### src/include/sarcc_pkg.sv
`default_nettype none
package sarcc_pkg;
    // register offsets on the 8-bit register port
    localparam logic [7:0] ADDR_CFG      = 8'hbc;
    localparam logic [7:0] ADDR_CTRL     = 8'he8;
    localparam logic [7:0] ADDR_RES_LOW  = 8'hbe;
    localparam logic [7:0] ADDR_RES_HIGH = 8'hbf;
    localparam logic [7:0] ADDR_WIN_LOW  = 8'hc4;
    localparam logic [7:0] ADDR_WIN_HIGH = 8'hc5;
    localparam logic [7:0] ADDR_IRQ_STAT = 8'hc6;
    localparam logic [7:0] ADDR_IRQ_MASK = 8'hc7;

    // reset values
    localparam logic [7:0] CFG_RESET     = 8'hf8;
    localparam logic [7:0] CTRL_RESET    = 8'h00;
    localparam logic [7:0] WIN_LOW_RESET = 8'h00;
    localparam logic [7:0] WIN_HIGH_RST  = 8'hff;

    // configuration fields
    localparam int DIV_MSB  = 7;
    localparam int DIV_LSB  = 3;
    localparam int GAIN_MSB = 2;

    // control register bit positions
    localparam int CTL_EN    = 7;
    localparam int CTL_TM    = 6;
    localparam int CTL_DONE  = 5;
    localparam int CTL_BUSY  = 4;
    localparam int CTL_CM_HI = 3;
    localparam int CTL_CM_LO = 2;
    localparam int CTL_WIN   = 1;
    localparam int CTL_LJST  = 0;

    // interrupt status and mask bits
    localparam int IRQ_DONE = 0;
    localparam int IRQ_WIN  = 1;

    // start source codes
    localparam logic [1:0] CM_SOFT   = 2'b00;
    localparam logic [1:0] CM_TIMER3 = 2'b01;
    localparam logic [1:0] CM_STROBE = 2'b10;
    localparam logic [1:0] CM_TIMER2 = 2'b11;

    // trigger input indices
    localparam int TRG_T3 = 0;
    localparam int TRG_EXT = 1;
    localparam int TRG_T2 = 2;

    // amplifier gain codes driven to the analog core
    localparam logic [2:0] GAIN_1    = 3'h0;
    localparam logic [2:0] GAIN_2    = 3'h1;
    localparam logic [2:0] GAIN_4    = 3'h2;
    localparam logic [2:0] GAIN_8    = 3'h3;
    localparam logic [2:0] GAIN_16   = 3'h4;
    localparam logic [2:0] GAIN_HALF = 3'h5;

    // timed tracking length in conversion clocks
    localparam logic [1:0] TRACK_CLKS = 2'd3;
    localparam int         RES_W      = 10;

    typedef enum logic [1:0] {
        SARCC_IDLE  = 2'b00,
        SARCC_TRACK = 2'b01,
        SARCC_CONV  = 2'b10
    } sarcc_state_t;
endpackage
`default_nettype wire

### src/design/sarcc_top.sv
`default_nettype none
module sarcc_top
    import sarcc_pkg::*;
(
    // clock and reset
    input  wire  logic                  sys_clk,
    input  wire  logic                  arst_n,
    // register port
    input  wire  logic [7:0]            reg_addr,
    input  wire  logic [7:0]            reg_wdata,
    input  wire  logic                  reg_wr,
    input  wire  logic                  reg_rd,
    output var   logic [7:0]            reg_rdata,
    // trigger inputs, asynchronous
    input  wire  logic                  timer3_overflow,
    input  wire  logic                  timer2_overflow,
    input  wire  logic                  external_convert_strobe,
    // analog core
    output logic                        conversion_clock,
    output var   logic                  sar_power_en,
    output var   logic                  sar_track,
    output var   logic                  sar_start,
    output var   logic [2:0]            amp_gain_select,
    input  wire  logic                  sar_result_valid,
    input  wire  logic [sarcc_pkg::RES_W-1:0] sar_result,
    // interrupt
    output logic                        irq
);
    import sarcc_pkg::*;

    logic [7:0]        cfg_ff, ctrl_ff, win_lo_ff, win_hi_ff;
    logic [7:0]        irq_stat_ff, irq_mask_ff, nxt_irq_stat;
    logic [7:0]        nxt_ctrl, rd_mux;
    logic [RES_W-1:0]  res_ff;
    logic [4:0]        div_cnt_ff, nxt_div_cnt;
    logic              div_clk_ff;
    logic [2:0]        sync1_ff, sync2_ff, prev_ff;
    logic [1:0]        trk_cnt_ff, nxt_trk_cnt;
    sarcc_state_t      state_ff, nxt_state;

    // register decode
    wire wr_cfg   = reg_wr && (reg_addr == ADDR_CFG);
    wire wr_ctrl  = reg_wr && (reg_addr == ADDR_CTRL);
    wire wr_wlo   = reg_wr && (reg_addr == ADDR_WIN_LOW);
    wire wr_whi   = reg_wr && (reg_addr == ADDR_WIN_HIGH);
    wire wr_istat = reg_wr && (reg_addr == ADDR_IRQ_STAT);
    wire wr_imask = reg_wr && (reg_addr == ADDR_IRQ_MASK);

    // control fields
    wire [4:0] div_n   = cfg_ff[DIV_MSB:DIV_LSB];
    wire       en      = ctrl_ff[CTL_EN];
    wire       tm      = ctrl_ff[CTL_TM];
    wire [1:0] cm      = ctrl_ff[CTL_CM_HI:CTL_CM_LO];
    wire       ljst    = ctrl_ff[CTL_LJST];
    wire       busy    = (state_ff != SARCC_IDLE);

    // a control write counts for a start in its own cycle, so enable, mode and
    // source may be set by the very write that sets the busy bit
    wire [7:0] ctrl_eff = wr_ctrl ? reg_wdata : ctrl_ff;
    wire       en_eff   = ctrl_eff[CTL_EN];
    wire       tm_eff   = ctrl_eff[CTL_TM];
    wire [1:0] cm_eff   = ctrl_eff[CTL_CM_HI:CTL_CM_LO];

    // conversion clock tick: one system cycle per conversion clock rising edge
    // divided period
    wire div_wrap = (div_cnt_ff == div_n);
    wire sar_tick = (div_n == 5'h00) || (div_wrap && !div_clk_ff);
    // a clock mux is used for the bypass; glitches only when software retunes
    assign conversion_clock = (div_n == 5'h00) ? sys_clk : div_clk_ff;
    assign nxt_div_cnt      = (div_wrap || div_n == 5'h00) ? 5'h00 : div_cnt_ff + 5'h01;

    // divider registers
    always_ff @(posedge sys_clk or negedge arst_n) begin
        if (!arst_n) begin
            div_cnt_ff <= 5'h00;
            div_clk_ff <= 1'b0;
        end else begin
            div_cnt_ff <= nxt_div_cnt;
            div_clk_ff <= (div_n != 5'h00 && div_wrap) ? !div_clk_ff : div_clk_ff;
        end
    end

    // two-stage sync then edge detect; first stage read only by second
    always_ff @(posedge sys_clk or negedge arst_n) begin
        if (!arst_n) begin
            sync1_ff <= 3'h0;
            sync2_ff <= 3'h0;
            prev_ff  <= 3'h0;
        end else begin
            sync1_ff <= {timer2_overflow, external_convert_strobe, timer3_overflow};
            sync2_ff <= sync1_ff;
            prev_ff  <= sync2_ff;
        end
    end

    wire [2:0] rise    = sync2_ff & ~prev_ff;
    wire       strobe_low = !sync2_ff[TRG_EXT];

    // software start only when the source is soft
    wire soft_go = wr_ctrl && reg_wdata[CTL_BUSY] && (cm_eff == CM_SOFT);
    wire hw_go   = (cm == CM_TIMER3 && rise[TRG_T3]) ||
                   (cm == CM_STROBE && rise[TRG_EXT]) ||
                   (cm == CM_TIMER2 && rise[TRG_T2]);
    wire go      = en_eff && (soft_go || hw_go);
    // strobe mode with timed tracking converts at once on the rising edge
    wire go_now  = !tm_eff || (cm_eff == CM_STROBE);

    // sequencer
    always_comb begin
        nxt_state   = state_ff;
        nxt_trk_cnt = trk_cnt_ff;
        unique case (state_ff)
            SARCC_IDLE: begin
                if (go) begin
                    nxt_state   = go_now ? SARCC_CONV : SARCC_TRACK;
                    nxt_trk_cnt = 2'd0;
                end
            end
            SARCC_TRACK: begin
                if (sar_tick) begin
                    nxt_trk_cnt = trk_cnt_ff + 2'd1;
                    if (trk_cnt_ff == TRACK_CLKS - 2'd1) begin
                        nxt_state = SARCC_CONV;
                    end
                end
            end
            SARCC_CONV: begin
                if (sar_result_valid) begin
                    nxt_state = SARCC_IDLE;
                end
            end
            default: nxt_state = SARCC_IDLE;
        endcase
        if (!en_eff) begin
            nxt_state = SARCC_IDLE;
        end
    end

    // end of conversion is the busy falling edge
    wire conv_end = (state_ff == SARCC_CONV) && sar_result_valid && en;
    // window comparison on the upper eight result bits
    wire win_hit  = conv_end && (sar_result[RES_W-1:2] >= win_lo_ff) &&
                    (sar_result[RES_W-1:2] <= win_hi_ff);

    // control register: hardware set wins over a software clear
    always_comb begin
        nxt_ctrl = wr_ctrl ? reg_wdata : ctrl_ff;
        nxt_ctrl[CTL_BUSY] = (nxt_state != SARCC_IDLE);
        if (conv_end) begin
            nxt_ctrl[CTL_DONE] = 1'b1;
        end
        if (win_hit) begin
            nxt_ctrl[CTL_WIN] = 1'b1;
        end
    end

    // interrupt status: write one clears, new events win
    always_comb begin
        nxt_irq_stat = wr_istat ? (irq_stat_ff & ~reg_wdata) : irq_stat_ff;
        nxt_irq_stat[IRQ_DONE] = nxt_irq_stat[IRQ_DONE] | conv_end;
        nxt_irq_stat[IRQ_WIN]  = nxt_irq_stat[IRQ_WIN] | win_hit;
    end
    assign irq = |(irq_stat_ff & irq_mask_ff);

    // register file and sequencer state
    always_ff @(posedge sys_clk or negedge arst_n) begin
        if (!arst_n) begin
            cfg_ff      <= CFG_RESET;
            ctrl_ff     <= CTRL_RESET;
            win_lo_ff   <= WIN_LOW_RESET;
            win_hi_ff   <= WIN_HIGH_RST;
            irq_stat_ff <= 8'h00;
            irq_mask_ff <= 8'h00;
            res_ff      <= '0;
            state_ff    <= SARCC_IDLE;
            trk_cnt_ff  <= 2'd0;
        end else begin
            cfg_ff      <= wr_cfg ? reg_wdata : cfg_ff;
            ctrl_ff     <= nxt_ctrl;
            win_lo_ff   <= wr_wlo ? reg_wdata : win_lo_ff;
            win_hi_ff   <= wr_whi ? reg_wdata : win_hi_ff;
            irq_stat_ff <= nxt_irq_stat & 8'h03;
            irq_mask_ff <= wr_imask ? (reg_wdata & 8'h03) : irq_mask_ff;
            res_ff      <= conv_end ? sar_result : res_ff;
            state_ff    <= nxt_state;
            trk_cnt_ff  <= nxt_trk_cnt;
        end
    end

    // justification applied when the result is read
    wire [7:0] res_hi = ljst ? res_ff[RES_W-1:2] : {6'h00, res_ff[RES_W-1:8]};
    wire [7:0] res_lo = ljst ? {res_ff[1:0], 6'h00} : res_ff[7:0];

    // read mux; unmapped addresses read zero
    assign rd_mux = (reg_addr == ADDR_CFG)      ? cfg_ff :
                    (reg_addr == ADDR_CTRL)     ? ctrl_ff :
                    (reg_addr == ADDR_RES_HIGH) ? res_hi :
                    (reg_addr == ADDR_RES_LOW)  ? res_lo :
                    (reg_addr == ADDR_WIN_LOW)  ? win_lo_ff :
                    (reg_addr == ADDR_WIN_HIGH) ? win_hi_ff :
                    (reg_addr == ADDR_IRQ_STAT) ? irq_stat_ff :
                    (reg_addr == ADDR_IRQ_MASK) ? irq_mask_ff : 8'h00;

    wire [2:0] g = cfg_ff[GAIN_MSB:0];
    wire [2:0] gain_dec = g[2] ? (g[1] ? GAIN_HALF : GAIN_16) : g;

    wire trk_now = en_eff && ((!tm && nxt_state != SARCC_CONV) ||
                          (tm && cm == CM_STROBE && nxt_state == SARCC_IDLE && strobe_low) ||
                          (nxt_state == SARCC_TRACK));

    // analog outputs except conversion_clock, and read data, all registered
    always_ff @(posedge sys_clk or negedge arst_n) begin
        if (!arst_n) begin
            reg_rdata       <= 8'h00;
            sar_power_en    <= 1'b0;
            sar_track       <= 1'b0;
            sar_start       <= 1'b0;
            amp_gain_select <= GAIN_1;
        end else begin
            reg_rdata       <= reg_rd ? rd_mux : 8'h00;
            // power follows enable; the written value, so a start in the same write finds the core powered
            sar_power_en    <= en_eff;
            sar_track       <= trk_now;
            sar_start       <= (nxt_state == SARCC_CONV) && (state_ff != SARCC_CONV);
            amp_gain_select <= gain_dec;
        end
    end

    // helper: cycles since last conversion clock tick
    logic [6:0] gap_ff;
    logic       seen_ff;
    always_ff @(posedge sys_clk or negedge arst_n) begin
        if (!arst_n) begin
            gap_ff  <= 7'h00;
            seen_ff <= 1'b0;
        end else begin
            gap_ff  <= sar_tick ? 7'h00 : gap_ff + 7'h01;
            // a divider change restarts the period check, the first gap after it is mixed
            seen_ff <= wr_cfg ? 1'b0 : (seen_ff | sar_tick);
        end
    end
endmodule
`default_nettype wire

### config.mk
export PLATFORM = sky130hd
export DESIGN_NAME = sarcc_top
export DESIGN_NICKNAME = d
export VERILOG_FILES = /design/src/include/sarcc_pkg.sv /design/src/design/sarcc_top.sv
export SDC_FILE = /design/constraint.sdc
export NUM_CORES = 1
export LEC_CHECK = 0
export BUFFER_PORTS_ARGS = -buffer_cell sky130_fd_sc_hd__buf_2
export CORE_MARGIN = 2
export CORE_UTILIZATION = 45
export CTS_CLUSTER_SIZE = 14
export DETAILED_ROUTE_END_ITERATION = 10
export MAX_ROUTING_LAYER = met4
export PLACE_DENSITY = 0.71
export SLEW_MARGIN = 20
export SYNTH_ARGS = -nofsm -noshare
export SYNTH_HDL_FRONTEND = slang
export SYNTH_SLANG_ARGS = --single-unit
### constraint.sdc
create_clock -name sys_clk -period 5 [get_ports sys_clk]
set_input_delay 1 -clock sys_clk [delete_from_list [all_inputs] [get_ports sys_clk]]
set_output_delay 1 -clock sys_clk [all_outputs]
set_load 0.005 [all_outputs]
=== Yosys cells after proc, flatten, opt, wreduce, memory -nomap -nowiden ===
Index checks and enable logic that the tools add are counted.

* Add/subtract/negate cells: 2
* Magnitude comparators: 2
* Equality and inequality tests: 22
* Multiplexer cells: 29
* Bitwise logic cells: 7
* Reductions and logical operators: 47

{| class="wikitable"
|+ Operators with widths
! kind !! count
|-
| $mux 8 || 10
|-
| $eq 8x8->1 const B || 8
|-
| $logic_and 1x1->1 || 24
|-
| $mux 2 || 11
|-
| $eq 2x2->1 const B || 6
|-
| $ge 8x8->1 || 1
|-
| $le 8x8->1 || 1
|-
| $logic_or 1x1->1 || 8
|-
| $ne 2x2->1 const B || 4
|-
| $reduce_bool 2->1 || 4
|-
| $reduce_or 8->1 || 1
|-
| $eq 2x1->1 const B || 3
|-
| $logic_not 2->1 || 3
|-
| $pmux 2 s3 || 1
|-
| $add 5x1->5 const B || 1
|-
| $eq 5x5->1 || 1
|-
| $logic_not 5->1 || 1
|-
| $mux 5 || 1
|-
| $reduce_bool 5->1 || 1
|-
| $and 2x2->2 || 2
|-
| $logic_not 1->1 || 4
|-
| $mux 1 || 4
|-
| $pmux 2 s2 || 1
|-
| $and 3x3->3 || 1
|-
| 6 further kinds || 7
|}

* Bits in registers: 79
* Input bits: 34
* Output and inout port bits: 16
* Logic and storage cells: 131

=== Depth between registers and ports, before layout ===
Gate-level depths: netlist of run 1.

* Depth in word-level cells: 16
* Depth in mapped cells: 8
* Depth with buffers taken out: 8

==> results.yml, run 1 <==
yosys:
  synthesis.nets: 411
  synthAdderAreaFrac_pct: 5.68
  synthCells: 359
  synth_edf_count: 0
  netlist_area_sq_um: 3960
  yosys_warnings: 0
  async_flop_share_pct: 100
  synth.distinct_cells: 50
  syn-mean-instance-area_sq_um: 11.0
  ys_seq_area_share_pct: 49.7
  synth_compound_area_share_pct: 11.8
  yosys_most_used_dff: "dfrtp_1"
  muxShareOfSynthArea_pct: 14.6
  ys_seq_elements: 78
  synth_top_family_by_area: "multiplexers"
  synthXorXnorAreaFrac_pct: 1.99
  yosys.area_share.simple_pct: 12.7
clocking:
  post_cts_resized: 0
  cts.clk_slew.worst_paths_ns: 0.07
  clock_latency_ns: 0.46
  post_cts_buffers: 0
  hold_buffers: 0
  cts_tree: "yes"
setup_path:
  end_kind: "primary output"
  slowest_delay_ns: 0.14
  ff2ff_path_depth: 6
  crit_arrival_ns: 2.98
  rrSetupSlack_ns: 2.81
  timing.rr.start: "state_ff[0]$_DFF_PN0_"
  crit_chain: "clkbuf_8, clkbuf_8, nand2_1, o21ai_0, buf_2"
  critPathMaxFanout: 2
  crit_top_cell: "clkbuf_8"
  worst_path_max_delay_cell: "buf_2"
  critPathRequiredTime_ns: 4.00
  worst_r2r_endpoint: "ctrl_ff[1]$_DFFE_PN0P_"
  path_class: "clk2out"
  start_kind: "clock port"
power_and_ir_drop:
  netSwitchingPower_mw: 0.337
  power.leakage_nw: 2.16
  power.internal_mw: 1.12
  powerDensity_nw_per_um2: 316
  clkPwrFrac_pct: 44.7
  vdd_drop_max_uv: 126
  combPwrFrac_pct: 8.6
  p_seq_share_pct: 46.7
  switching_share_pct: 23.1
placed_design:
  dpl_cell_area_sq_um: 4310
  dpl.hpwl_microns: 6670
  finalWeightedCongestion: 0.924
  port-buffer-count: 49
  preCtsSetupSlack_ns: 1.28
  dp_cells: 508
outcome:
  status: "finished, final reports clean"
global_routing:
  grt_pass1_vias: 3004
  grt_pass1_wl_microns: 15300
  grt_overflow: 0
  antenna_found_initial: 0
  grt_usage_pct: 21.1
  grt_max_degree: 79
timing:
  setup_slack_ns: 1.02
  finalHoldViolations: 0
  setup_viol: 0
  tightest_slew_ns: 0.994
  relSlewSlack_pct: 32.8
  maxSlewViolCount: 0
  grt_setup_unrepaired: "false"
  fin_worst_skew_ns: 0.00814
  fin_setup_tns_ns: 0
layout:
  final_area_sq_um: 4610
  antenna_cells: 0
  nets: 466
  drive_above_1_share_pct: 31.0
  area_growth_pct: 16.2
  fin_cells: 527
  post-route-util_pct: 53.3
detailed_routing:
  drt_iter0_drc: 188
  drc_errors: 0
  avgViaCountPerCell: 5.66
  firstDrtPassIters: 4
  wl_microns: 9110
  wl_per_cell_microns: 17.3
  ant_nets: 0
  num_vias: 2983
die:
  die_w_microns: 97.9
  core-area_sq_um: 8640
  io_pins: 50
  dieArea_sq_um: 9580
  start_util_pct: 45.9
  num_rows: 34
  die_h_microns: 97.9
hold_path:
  min_from: "sync1_ff[2]$_DFF_PN0_"
  whs_path_depth: 0
  min_to: "sync2_ff[2]$_DFF_PN0_"
  hold_class: "reg2reg"
run:
  max-cap-violations: 0
==> worst max-delay path, delay by kind of cell <==
kind                   cells  cell delay (ns)
and+or+nand+nor            1             0.04
buffers and inverters      3             0.37
AOI/OAI and AO/OA          1             0.07
==> metrics by stage <==
| stage | hold slack (ns) | total power, mW |
|---|---|---|
| CTS | 0.357 | 1.47 |
| finish | 0.353 | 1.46 |
| detailed placement | 0.340 | 0.832 |
| global route | 0.363 | 1.53 |
| global placement | 0.333 | 0.826 |
| floorplan | 0.331 | 0.766 |
==> sequential cells by signal (all words and copies together) (netlist names) <==
| signal | count |
|---|---|
| sync2_ff | 3 |
| prev_ff | 3 |
| sync1_ff | 3 |
| state_ff | 2 |
| cfg_ff | 8 |
| sar_start | 1 |
| amp_gain_select | 3 |
| sar_track | 1 |
| res_ff | 10 |
| div_clk_ff | 1 |
| trk_cnt_ff | 2 |
| irq_stat_ff | 2 |
| ctrl_ff | 8 |
| win_lo_ff | 8 |
| div_cnt_ff | 5 |
| reg_rdata | 8 |
| win_hi_ff | 8 |
| irq_mask_ff | 2 |
==> worst max-delay path by stage <==
stage             from                to  slack, ns  cells past startpoint
5_1_grt        sys_clk  conversion_clock       0.94                      5
4_1_cts        sys_clk  conversion_clock        1.0                      5
3_3_place_gp   sys_clk  conversion_clock       1.29                      3
2_1_floorplan  sys_clk  conversion_clock       1.38                      2
3_5_place_dp   sys_clk  conversion_clock       1.28                      3
6_report       sys_clk  conversion_clock       1.02                      5
==> synth_stat cells, types with 2 or more instances <==
library cell	number	share of area, %
xor2_1	8	1.8
nand2b_1	7	1.1
nor2_1	23	2.2
a22oi_1	3	0.57
mux4_2	2	1.1
o21ai_0	18	2.3
a2111oi_0	2	0.44
nand2_1	24	2.3
mux2i_4	2	1.1
o21a_1	2	0.38
nand4_1	6	0.95
dfstp_2	13	8.6
clkbuf_1	7	0.66
a31o_2	2	0.44
a21oi_1	18	2.3
nand3_1	9	1.1
o211ai_1	3	0.57
a31oi_1	3	0.47
nand4b_1	3	0.66
nor3_1	7	0.88
inv_1	27	2.6
a32oi_1	2	0.44
mux2_2	37	11
o22ai_1	2	0.32
dfrtp_1	65	41
mux2i_1	7	1.8
a21o_1	5	0.95
nor4_1	2	0.32
nor2b_1	5	0.79
a221oi_1	6	1.3
ha_1	18	5.7
o31ai_1	2	0.38
or4_1	2	0.38
==> routing by layer <==
layer  vias up  wire (microns)  global-route usage (%)
li1       1402               -                       -
met1      1440            3900                    26.6
met2       118            4410                    32.6
met3        23             569                    4.08
met4         0             233                    10.7
met5         -               0                       -
==> placed cells by master (no fill, tap or decap), types with 3 or more instances in the layout <==
master,netlist,final
dfrtp_1,65,65
buf_2,1,48
mux2_2,37,37
inv_1,27,27
nand2_1,24,24
nor2_1,23,23
o21ai_0,18,18
a21oi_1,18,18
ha_1,18,18
clkbuf_8,0,17
dfstp_2,13,13
nand3_1,9,9
xor2_1,8,8
nand2b_1,7,7
nor3_1,7,7
mux2i_1,7,7
a221oi_1,6,6
nand4_1,6,6
a21o_1,5,5
nor2b_1,5,5
nand4b_1,3,3
o211ai_1,3,3
a22oi_1,3,3
a31oi_1,3,3
==> cells by family after synthesis <==
family	Yosys count
xor+xnor	9
simple gates	97
mux	48
fa+ha+maj	18
compound gates	73
flops	78
buf+inv	36
==> power groups by stage <==
stage / registers, mW / logic, mW / clock network [mW]
3_5_place_dp: 0.692 / 0.126 / 0.0139
5_1_grt: 0.684 / 0.144 / 0.698
6_report: 0.680 / 0.126 / 0.651
4_1_cts: 0.680 / 0.127 / 0.666
2_1_floorplan: 0.684 / 0.0745 / 0.00730
3_3_place_gp: 0.691 / 0.121 / 0.0139
==> final cells by class <==
cell class,instances,area [sq um]
clock buffers,18,239
clock inverters,2,60.1
fillers,794,4030
inverters,27,101
multi-input cells,245,1850
flip-flops and latches,78,1970
well taps,108,135
repair buffers,49,250
No activity file was read; power rests on OpenSTA's default activity.
==> inputs of run 2 (changes only) <==
==> constraint.sdc (replaced) <==
create_clock -name sys_clk -period 3.9 [get_ports sys_clk]
set_input_delay 0.78 -clock sys_clk [delete_from_list [all_inputs] [get_ports sys_clk]]
set_output_delay 0.78 -clock sys_clk [all_outputs]
set_load 0.005 [all_outputs]
==> results.yml, run 2 (synthesized netlist as in run 1, its figures left out) <==
layout:
  area_growth_pct: 15.4
  drive_above_1_share_pct: 31.2
  post-route-util_pct: 53.0
  nets: 467
  final_area_sq_um: 4570
  final_cell_mix: "dfrtp_1 (65), buf_2 (48), mux2_2 (37)"
  layout_commonest_cell: "dfrtp_1"
  max_flop_register: "res_ff"
  antenna_cells: 0
  largest_register_ff_count: 10
power_and_ir_drop:
  vdd_drop_max_uv: 160
  switching_share_pct: 24.8
  power_mw: 1.79
  powerDensity_nw_per_um2: 391
  p_seq_share_pct: 48.8
  combPwrFrac_pct: 9.0
  clkPwrFrac_pct: 42.2
  netSwitchingPower_mw: 0.444
  power.internal_mw: 1.34
  power.leakage_nw: 2.15
die:
  die_w_microns: 97.9
  core-area_sq_um: 8640
  die_h_microns: 97.9
  num_rows: 34
  io_pins: 50
  dieArea_sq_um: 9580
  start_util_pct: 45.9
setup_path:
  setup.worst_path.start: "sys_clk"
  crit_arrival_ns: 2.43
  path_class: "clk2out"
  critPathMaxFanout: 2
  timing.rr.start: "ctrl_ff[0]$_DFFE_PN0N_"
  start_kind: "clock port"
  end_kind: "primary output"
  critPathRequiredTime_ns: 3.12
placed_design:
  dpl_cell_area_sq_um: 4320
  finalWeightedCongestion: 0.934
  port-buffer-count: 49
  dpl.hpwl_microns: 6690
hold_path:
  min_from: "sync1_ff[1]$_DFF_PN0_"
  hold_class: "reg2reg"
detailed_routing:
  firstDrtPassIters: 5
  wl_per_cell_microns: 17.3
  ant_nets: 0
  avgViaCountPerCell: 5.73
  drc_errors: 0
  drt_iter0_drc: 272
  wl_microns: 9150
  num_vias: 3027
timing:
  tightest_slew_ns: 1.01
  setup_viol: 0
  grt_setup_unrepaired: "false"
  fin_worst_skew_ns: 0.00606
  fin_setup_tns_ns: 0
  maxSlewViolCount: 0
  relSlewSlack_pct: 31.7
  finalHoldViolations: 0
clocking:
  hold_buffers: 0
  cts.clk_slew.worst_paths_ns: 0.08
  post_cts_buffers: 0
  cts_tree: "yes"
  clock_latency_ns: 0.46
  post_cts_resized: 0
outcome:
  status: "finished, final reports clean"
global_routing:
  grt_overflow: 0
  grt_max_degree: 79
  grt_pass1_vias: 3084
  grt_pass1_wl_microns: 15300
  antenna_found_initial: 0
  grt_usage_pct: 21.0
run:
  max-cap-violations: 0
[run 2: cell count changes in the layout (fill, tap and decap cells not counted)]
| cell | previous run | this run |
|---|---|---|
| clkbuf_8 | 17 | 12 |
| clkinv_2 | 0 | 4 |
| buf_4 | 2 | 3 |
| clkinv_4 | 0 | 1 |
[run 2: path summary, 6_finish.rpt]
path / endpoint / slack, ns / cells after the start
hold reg to reg: sync2_ff[1]$_DFF_PN0_ / 0.35 / 0
hold / removal: sync2_ff[1]$_DFF_PN0_ / 0.35 / 0
setup reg to reg: reg_rdata[1]$_DFF_PN0_ / 1.78 / 5
max in group asynchronous: amp_gain_select[2]$_DFF_PN0_ / 2.80 / 1
setup / recovery: conversion_clock / 0.69 / 5
min in group asynchronous: win_lo_ff[0]$_DFFE_PN0P_ / 0.45 / 1
[run 2: final cells by class]
cell class	instances	area, sq um
multi-input cells	245	1850
well taps	108	135
fillers	770	4060
repair buffers	50	258
clock buffers	13	170
flip-flops and latches	78	1970
clock inverters	7	88.8
inverters	27	101
[run 2: metrics by stage]
| stage | instances | hold WS, ns | setup WS (ns) |
|---|---|---|---|
| after floorplan | 359 | 0.331 | 1.05 |
| after global placement | 509 | 0.333 | 0.956 |
| after detailed placement | 509 | 0.340 | 0.957 |
| after CTS | 528 | 0.360 | 0.683 |
| after global routing | 528 | 0.367 | 0.617 |
| final | 528 | 0.354 | 0.692 |
[run 2: metal layers]
metal / track usage [%] / routed length [microns] / vias to the layer above / part of all wire (%)
met5: - / 0 / - / 0
met2: 32.5 / 4440 / 102 / 48
li1: - / - / 1401 / -
met3: 4.08 / 439 / 20 / 4.8
met1: 26.5 / 4110 / 1504 / 45
met4: 10.1 / 171 / 0 / 1.9
[run 2: critical path, stage by stage]
cell and delay, ns:
clkbuf_8 0.11, clkbuf_8 0.12, nand2_1 0.04, o21ai_0 0.07, buf_2 0.14
[run 2: power by group through the flow]
| stage | clock [mW] | sequential, mW | combinational (mW) |
|---|---|---|---|
| 5_1_grt | 0.813 | 0.876 | 0.185 |
| 3_5_place_dp | 0.0178 | 0.887 | 0.161 |
| 4_1_cts | 0.775 | 0.872 | 0.163 |
| 3_3_place_gp | 0.0178 | 0.886 | 0.155 |
| 2_1_floorplan | 0.00935 | 0.877 | 0.0955 |
| 6_report | 0.755 | 0.872 | 0.161 |
